<file path="src/rtl/dmacr_pkg.sv">
// Package for the DMA channel control register bank
package dmacr_pkg;
	// Register byte offsets
	localparam logic [11:0] DMACR_SOFT_REQ_OFS      = 12'h000;
	localparam logic [11:0] DMACR_RMASK_SET_OFS     = 12'h004;
	localparam logic [11:0] DMACR_RMASK_CLR_OFS     = 12'h008;
	localparam logic [11:0] DMACR_EN_SET_OFS        = 12'h00C;
	localparam logic [11:0] DMACR_EN_CLR_OFS        = 12'h010;
	localparam logic [11:0] DMACR_ALT_SET_OFS       = 12'h014;
	localparam logic [11:0] DMACR_ALT_CLR_OFS       = 12'h018;
	localparam logic [11:0] DMACR_PRIO_SET_OFS      = 12'h01C;
	localparam logic [11:0] DMACR_PRIO_CLR_OFS      = 12'h020;
	localparam logic [11:0] DMACR_ERR_FLAG_OFS      = 12'h024;
	localparam logic [11:0] DMACR_DONE_FLAG_OFS     = 12'h028;
	localparam logic [11:0] DMACR_DONE_IE_SET_OFS   = 12'h02C;
	localparam logic [11:0] DMACR_DONE_IE_CLR_OFS   = 12'h030;
	localparam logic [11:0] DMACR_ERR_IE_SET_OFS    = 12'h034;
	localparam logic [11:0] DMACR_ERR_IE_CLR_OFS    = 12'h038;
	// Field position and reset value
	localparam int          DMACR_ERR_BIT_POS       = 0;
	localparam logic [31:0] DMACR_RESET_VALUE       = 32'h00000000;
	// AHB transfer type
	localparam logic [1:0]  DMACR_HTRANS_NONSEQ     = 2'h2;
	localparam logic [1:0]  DMACR_HTRANS_SEQ        = 2'h3;
endpackage

</file>
<file path="src/rtl/dmacr_regs.sv">
// DMA channel control and status register bank with AHB-Lite slave
// Contract
// Writing 1 raises software request per channel
// Bit n is channel n; extras ignored
// Mask set write blocks peripheral requests; readable
// Mask clear write unblocks peripheral requests
// Enable set write enables channel; readable
// Hardware clears enable on transfer completion
// Enable clear write disables channel
// Alternate set write selects alternate structure
// Alternate clear write returns to primary
// Priority set write raises channel priority
// Priority clear write restores normal priority
// Error flag bit 0, write 1 clears
// Completion flags set per channel, write-1-clear
// Completion interrupt enable set, readable
// Completion interrupt enable clear write
// Error interrupt enable set bit 0
// Error interrupt enable clear bit 0
// Interrupt only when flag and enable set
// Completion and bus error set flags
// Write-only registers read zero, no effect
//
// The register addresses and register access over AHB-Lite were left to the implementer.
`timescale 1ns/1ps
module dmacr_regs
	import dmacr_pkg::*;
#(
	parameter int NUM_CH = 32
)
(
	input  wire logic              hclk,
	input  wire logic              hresetn,
	input  wire logic              hsel,
	input  wire logic [31:0]       haddr,
	input  wire logic [1:0]        htrans,
	input  wire logic              hwrite,
	input  wire logic [2:0]        hsize,
	input  wire logic [31:0]       hwdata,
	input  wire logic              hready,
	output logic      [31:0]       hrdata,
	output logic                   hreadyout,
	output logic                   hresp,
	input  wire logic [NUM_CH-1:0] engine_done,
	input  wire logic              engine_bus_error,
	output logic      [NUM_CH-1:0] soft_request_bits,
	output logic      [NUM_CH-1:0] request_mask_bits,
	output logic      [NUM_CH-1:0] channel_enable_bits,
	output logic      [NUM_CH-1:0] alternate_select_bits,
	output logic      [NUM_CH-1:0] priority_bits,
	output logic                   completion_irq,
	output logic                   error_irq
);

	// Address phase capture
	logic              wr_pend_reg;
	logic [11:0]       wr_addr_reg;
	logic [NUM_CH-1:0] done_flag_reg;
	logic [NUM_CH-1:0] done_ie_reg;
	logic              err_flag_reg;
	logic              err_ie_reg;
	logic              acc_valid;
	logic [NUM_CH-1:0] wdata_ch;
	logic [31:0]       rdata_next;
	logic              rd_take;
	// Write strobes, one per writable register, in the data phase
	logic              soft_req_wr;
	logic              rmask_set_wr;
	logic              rmask_clr_wr;
	logic              en_set_wr;
	logic              en_clr_wr;
	logic              alt_set_wr;
	logic              alt_clr_wr;
	logic              prio_set_wr;
	logic              prio_clr_wr;
	logic              err_flag_wr;
	logic              done_flag_wr;
	logic              done_ie_set_wr;
	logic              done_ie_clr_wr;
	logic              err_ie_set_wr;
	logic              err_ie_clr_wr;

	// Write strobe for one register in the data phase
	function automatic logic wr_hit(input logic pend, input logic [11:0] a, input logic [11:0] ofs);
		wr_hit = pend && (a == ofs);
	endfunction

	// Channel bits padded to a bus word
	function automatic logic [31:0] ch_word(input logic [NUM_CH-1:0] v);
		logic [31:0] w;
		w = 32'h00000000;
		w[NUM_CH-1:0] = v;
		ch_word = w;
	endfunction

	assign acc_valid = hsel && hready && (htrans == DMACR_HTRANS_NONSEQ || htrans == DMACR_HTRANS_SEQ);
	assign rd_take   = acc_valid && !hwrite;
	assign wdata_ch  = hwdata[NUM_CH-1:0];

	// Register decode of the pending write
	assign soft_req_wr    = wr_hit(wr_pend_reg, wr_addr_reg, DMACR_SOFT_REQ_OFS);
	assign rmask_set_wr   = wr_hit(wr_pend_reg, wr_addr_reg, DMACR_RMASK_SET_OFS);
	assign rmask_clr_wr   = wr_hit(wr_pend_reg, wr_addr_reg, DMACR_RMASK_CLR_OFS);
	assign en_set_wr      = wr_hit(wr_pend_reg, wr_addr_reg, DMACR_EN_SET_OFS);
	assign en_clr_wr      = wr_hit(wr_pend_reg, wr_addr_reg, DMACR_EN_CLR_OFS);
	assign alt_set_wr     = wr_hit(wr_pend_reg, wr_addr_reg, DMACR_ALT_SET_OFS);
	assign alt_clr_wr     = wr_hit(wr_pend_reg, wr_addr_reg, DMACR_ALT_CLR_OFS);
	assign prio_set_wr    = wr_hit(wr_pend_reg, wr_addr_reg, DMACR_PRIO_SET_OFS);
	assign prio_clr_wr    = wr_hit(wr_pend_reg, wr_addr_reg, DMACR_PRIO_CLR_OFS);
	assign err_flag_wr    = wr_hit(wr_pend_reg, wr_addr_reg, DMACR_ERR_FLAG_OFS);
	assign done_flag_wr   = wr_hit(wr_pend_reg, wr_addr_reg, DMACR_DONE_FLAG_OFS);
	assign done_ie_set_wr = wr_hit(wr_pend_reg, wr_addr_reg, DMACR_DONE_IE_SET_OFS);
	assign done_ie_clr_wr = wr_hit(wr_pend_reg, wr_addr_reg, DMACR_DONE_IE_CLR_OFS);
	assign err_ie_set_wr  = wr_hit(wr_pend_reg, wr_addr_reg, DMACR_ERR_IE_SET_OFS);
	assign err_ie_clr_wr  = wr_hit(wr_pend_reg, wr_addr_reg, DMACR_ERR_IE_CLR_OFS);

	// Write pending flag, set by a write address phase
	always_ff @(posedge hclk or negedge hresetn)
	begin
		if (!hresetn)
		begin
			wr_pend_reg <= 1'b0;
		end
		else
		begin
			wr_pend_reg <= acc_valid && hwrite;
		end
	end

	// Word address of the transfer, held for its data phase
	always_ff @(posedge hclk or negedge hresetn)
	begin
		if (!hresetn)
		begin
			wr_addr_reg <= 12'h000;
		end
		else
		begin
			wr_addr_reg <= {haddr[11:2], 2'b00};
		end
	end

	// Ready never withdrawn; zero wait states
	always_ff @(posedge hclk or negedge hresetn)
	begin
		if (!hresetn)
		begin
			hreadyout <= 1'b1;
		end
		else
		begin
			hreadyout <= 1'b1;
		end
	end

	// Response always OKAY
	always_ff @(posedge hclk or negedge hresetn)
	begin
		if (!hresetn)
		begin
			hresp <= 1'b0;
		end
		else
		begin
			hresp <= 1'b0;
		end
	end

	// Software request pulse, one cycle per written 1
	always_ff @(posedge hclk or negedge hresetn)
	begin
		if (!hresetn)
		begin
			soft_request_bits <= '0;
		end
		else if (soft_req_wr)
		begin
			soft_request_bits <= wdata_ch;
		end
		else
		begin
			soft_request_bits <= '0;
		end
	end

	// Peripheral request mask
	always_ff @(posedge hclk or negedge hresetn)
	begin
		if (!hresetn)
		begin
			request_mask_bits <= DMACR_RESET_VALUE[NUM_CH-1:0];
		end
		else if (rmask_set_wr)
		begin
			request_mask_bits <= request_mask_bits | wdata_ch;
		end
		else if (rmask_clr_wr)
		begin
			request_mask_bits <= request_mask_bits & ~wdata_ch;
		end
	end

	// Channel enable; a completion beats a set in the same cycle
	always_ff @(posedge hclk or negedge hresetn)
	begin
		if (!hresetn)
		begin
			channel_enable_bits <= DMACR_RESET_VALUE[NUM_CH-1:0];
		end
		else if (en_set_wr)
		begin
			channel_enable_bits <= (channel_enable_bits | wdata_ch) & ~engine_done;
		end
		else if (en_clr_wr)
		begin
			channel_enable_bits <= channel_enable_bits & ~wdata_ch & ~engine_done;
		end
		else
		begin
			channel_enable_bits <= channel_enable_bits & ~engine_done;
		end
	end

	// Primary/alternate structure select
	always_ff @(posedge hclk or negedge hresetn)
	begin
		if (!hresetn)
		begin
			alternate_select_bits <= DMACR_RESET_VALUE[NUM_CH-1:0];
		end
		else if (alt_set_wr)
		begin
			alternate_select_bits <= alternate_select_bits | wdata_ch;
		end
		else if (alt_clr_wr)
		begin
			alternate_select_bits <= alternate_select_bits & ~wdata_ch;
		end
	end

	// Channel priority
	always_ff @(posedge hclk or negedge hresetn)
	begin
		if (!hresetn)
		begin
			priority_bits <= DMACR_RESET_VALUE[NUM_CH-1:0];
		end
		else if (prio_set_wr)
		begin
			priority_bits <= priority_bits | wdata_ch;
		end
		else if (prio_clr_wr)
		begin
			priority_bits <= priority_bits & ~wdata_ch;
		end
	end

	// Completion flags; a new completion wins over a clear
	always_ff @(posedge hclk or negedge hresetn)
	begin
		if (!hresetn)
		begin
			done_flag_reg <= DMACR_RESET_VALUE[NUM_CH-1:0];
		end
		else if (done_flag_wr)
		begin
			done_flag_reg <= (done_flag_reg & ~wdata_ch) | engine_done;
		end
		else
		begin
			done_flag_reg <= done_flag_reg | engine_done;
		end
	end

	// Error flag; a new error wins over a clear
	always_ff @(posedge hclk or negedge hresetn)
	begin
		if (!hresetn)
		begin
			err_flag_reg <= DMACR_RESET_VALUE[DMACR_ERR_BIT_POS];
		end
		else if (engine_bus_error)
		begin
			err_flag_reg <= 1'b1;
		end
		else if (err_flag_wr && hwdata[DMACR_ERR_BIT_POS])
		begin
			err_flag_reg <= 1'b0;
		end
	end

	// Completion interrupt enables
	always_ff @(posedge hclk or negedge hresetn)
	begin
		if (!hresetn)
		begin
			done_ie_reg <= DMACR_RESET_VALUE[NUM_CH-1:0];
		end
		else if (done_ie_set_wr)
		begin
			done_ie_reg <= done_ie_reg | wdata_ch;
		end
		else if (done_ie_clr_wr)
		begin
			done_ie_reg <= done_ie_reg & ~wdata_ch;
		end
	end

	// Error interrupt enable
	always_ff @(posedge hclk or negedge hresetn)
	begin
		if (!hresetn)
		begin
			err_ie_reg <= DMACR_RESET_VALUE[DMACR_ERR_BIT_POS];
		end
		else if (err_ie_set_wr && hwdata[DMACR_ERR_BIT_POS])
		begin
			err_ie_reg <= 1'b1;
		end
		else if (err_ie_clr_wr && hwdata[DMACR_ERR_BIT_POS])
		begin
			err_ie_reg <= 1'b0;
		end
	end

	// Completion interrupt from any flagged and enabled channel
	always_ff @(posedge hclk or negedge hresetn)
	begin
		if (!hresetn)
		begin
			completion_irq <= 1'b0;
		end
		else
		begin
			completion_irq <= |(done_flag_reg & done_ie_reg);
		end
	end

	// Error interrupt from flag and enable
	always_ff @(posedge hclk or negedge hresetn)
	begin
		if (!hresetn)
		begin
			error_irq <= 1'b0;
		end
		else
		begin
			error_irq <= err_flag_reg && err_ie_reg;
		end
	end

	// Read mux, decoded in the address phase
	always_comb
	begin
		rdata_next = 32'h00000000;
		unique case ({haddr[11:2], 2'b00})
			DMACR_RMASK_SET_OFS:   rdata_next = ch_word(request_mask_bits);
			DMACR_EN_SET_OFS:      rdata_next = ch_word(channel_enable_bits);
			DMACR_ALT_SET_OFS:     rdata_next = ch_word(alternate_select_bits);
			DMACR_PRIO_SET_OFS:    rdata_next = ch_word(priority_bits);
			DMACR_ERR_FLAG_OFS:    rdata_next[DMACR_ERR_BIT_POS] = err_flag_reg;
			DMACR_DONE_FLAG_OFS:   rdata_next = ch_word(done_flag_reg);
			DMACR_DONE_IE_SET_OFS: rdata_next = ch_word(done_ie_reg);
			DMACR_ERR_IE_SET_OFS:  rdata_next[DMACR_ERR_BIT_POS] = err_ie_reg;
			default:               rdata_next = 32'h00000000;
		endcase
	end

	// Read data register
	always_ff @(posedge hclk or negedge hresetn)
	begin
		if (!hresetn)
		begin
			hrdata <= 32'h00000000;
		end
		else if (rd_take)
		begin
			hrdata <= rdata_next;
		end
	end

endmodule

</file>
<file path="config.mk">
export PLATFORM = sky130hd
export DESIGN_NAME = dmacr_regs
export DESIGN_NICKNAME = d
export VERILOG_FILES = /design/src/rtl/dmacr_pkg.sv /design/src/rtl/dmacr_regs.sv
export SDC_FILE = /design/constraint.sdc
export NUM_CORES = 1
export LEC_CHECK = 0
export BUFFER_PORTS_ARGS = -buffer_cell sky130_fd_sc_hd__buf_2
export CAP_MARGIN = 20
export CORE_AREA = 3 3 152 154
export DETAILED_ROUTE_END_ITERATION = 8
export DIE_AREA = 0 0 155 157
export MAX_ROUTING_LAYER = met4
export PLACE_DENSITY = 0.84
export RECOVER_POWER = 25
export SETUP_SLACK_MARGIN = 0.1
export SYNTH_ARGS = -nofsm -noshare
export SYNTH_HDL_FRONTEND = slang
export SYNTH_SLANG_ARGS = --single-unit
</file>
<file path="constraint.sdc">
create_clock -name hclk -period 3 [get_ports hclk]
set_input_delay 0.3 -clock hclk [delete_from_list [all_inputs] [get_ports hclk]]
set_output_delay 0.3 -clock hclk [all_outputs]
set_load 0.01 [all_outputs]
</file>
==> metrics.cfg <==
[power_and_ir_drop]
power.total_mw=8.32
combPwrFrac_pct=6.8
power_density_mw_per_mm2=534
vdd_drop_max_mv=0.422
switchingPower_mw=1.93
power.sequential.fraction_pct=45.2
leakage_nw=7.37
power.share.clock_pct=48.0
switching_share_pct=23.2
cellInternalPower_mw=6.39

[route]
initialDrtViolationCount=1248
post_drt_wl_per_cell_um=26.1
vias_per_cell=6.80
drc=0
ant_nets=0
routed_wl_um=45900
vias=12000
dr.pass1.iters=5

[die]
core_mm2=0.0218
dieWidth_um=155
rows=54
die_h_um=157
ios=303
die-area_mm2=0.0243
start_util_pct=57.5

[synth]
ys_types=55
synth_seq_cells=271
synth_compound_area_share_pct=19.8
ys_seq_area_share_pct=54.0
synth-simple-area-share_pct=15.7
synthArstFlopShare_pct=100
ys_top_cells_by_area=dfrtp_1 54%, a22o_1 8.9%, nand3_1 7.8%
synthFlopType=dfrtp_1
synthesis.area_mm2=0.0126
yosys_warnings=0
yosysTopAreaCell=dfrtp_1
synth_area_per_cell_um2=10.5
muxShareOfSynthArea_pct=5.43
netlist_instances=1200
synth_top_family_by_area=compound AO/OA/AOI/OAI gates
syn_nets=1307
yosys.area_share.xor_xnor_pct=0.0698
synth-edff-count=0
synth_fa_ha_area_share_pct=0
synth_top_area_share_pct=54.0

[worst_setup_path]
critPathKind=flop to flop
crit_fanout=9
setup.worst_path.end_class=flop
cp.arrival_ps=2970
crit_required_ps=3480
start_kind=flop

[global_routing]
gr-total-overflow=0
grt_pass1_wl_um=68900
antenna_found_initial=0
grt_max_degree=87
grt_usage_pct=37.5
grt_pass1_vias=11800

[sta]
finalSetupViolCount=0
finalHoldViolations=0
slew_headroom_pct=-55.5
finClkSkew_ps=11.3
tightest_slew_ps=2330
hold_ws_ps=18.4
slew_viol_final=128
timing.final.crit_share_pct=83.0
setup_ws_ps=509
final.setup.tns_ps=0
rsz0062_at_grt=false
finalCriticalPeriod_ps=2490
fmax_mhz=401

[cts]
cts.path.max_buffers=3
cts_sinks=271
ctsResizeCount=0
clk_pin_slew_worst_paths_ps=60
htreeDepth=1
clock_latency_ps=550
clock-root-buffer=clkbuf_16
cts_tree=built
numCtsBuffers=28

[cells_and_area]
area_delta_synth_final_pct=24.0
layoutNonFillerInstCount=1761
final_util_pct=71.3
diodes=0
drive_above_1_share_pct=25.7
layout_commonest_cell=dfrtp_1
design_area_mm2=0.0156
nets=1566
final_cell_mix=270 x dfrtp_1, 264 x buf_2, 195 x nand3_1

[status]
failed_checks=max-capacitance violations, max-slew violations
status=complete, but fails checks

[place]
io_buffer_count=274
pre_cts_ws_ps=602
hpwl_um=28400
place_area_mm2=0.0141
place_congestion=0.910
place_inst=1669

[hold_path]
hold_class=input port to flop

[job]
maxCapViolations=2

-- synth_stat cells (6+ instances only) --
cell type,instances
dfrtp_1,271
nor2_1,33
and2_1,22
mux2i_1,67
clkbuf_1,79
nand3_1,195
and3_1,33
nand2_1,52
buf_6,8
o2bb2ai_1,6
a21o_1,34
a22oi_1,16
a221oi_1,7
o22ai_1,26
a21oi_1,65
o21ai_0,58
a22o_1,127
buf_2,30
o21ai_1,6
-- final timing paths --
| path | slack, ps | startpoint | endpoint | depth (start not counted) |
|---|---|---|---|---|
| setup / recovery | 510 | wr_addr_reg[9]$_DFF_PN0_ | flop | 6 |
| hold / removal | 20 | hwrite | wr_pend_reg$_DFF_PN0_ | 3 |
| setup reg to reg | 510 | wr_addr_reg[9]$_DFF_PN0_ | flop | 6 |
| hold reg to reg | 490 | hrdata[5]$_DFFE_PN0P_ | hrdata[5]$_DFFE_PN0P_ | 2 |
| max in group asynchronous | 540 | hresetn | err_flag_reg$_DFFE_PN0P_ | 3 |
| min in group asynchronous | 990 | hresetn | wr_addr_reg[6]$_DFF_PN0_ | 2 |
-- logic make-up after synthesis --
kind of cell	Yosys count
simple gates	370
mux	68
buf+inv	134
flops	271
other cells	2
xor+xnor	1
compound gates	354
-- worst max-delay path, cell delays in order, from the launching register on --
cell     delay [ps]
dfrtp_1         370
nor4_1          670
buf_4           230
and3_1          170
and2_1          480
buf_4           310
a22o_1          190
-- power by group through the flow --
stage	Combinational [mW]	Clock (mW)	Sequential [mW]
after CTS	0.557	4.00	3.76
after global placement	0.503	0	3.82
after detailed placement	0.514	0	3.82
final	0.567	3.99	3.76
after floorplan	0.211	0	3.83
after global routing	0.603	4.15	3.76
-- layout make-up --
class / count / area, um^2
fill: 1562 / 6260
multi-input combinational: 795 / 5200
tap: 280 / 350
timing repair buffer: 360 / 2170
inverter: 3 / 11.3
sequential: 271 / 6780
clock buffer: 37 / 806
clock inverter: 15 / 253
-- routing by layer --
metal  GRT usage [%]  share of wire (%)  wire, um
met1            47.6                 36     16600
met2            56.9                 46     20900
met5               -                  0         0
met4            18.4                5.1      2350
met3            9.02                 13      6040
-- timing repair --
item | in CTS | in global routing
setup buffers | 0 | 0
setup endpoints to repair | 0 | 0
hold endpoints to repair | 151 | 0
hold buffers | 40 | 0
Power figures use the tool's default switching activity.
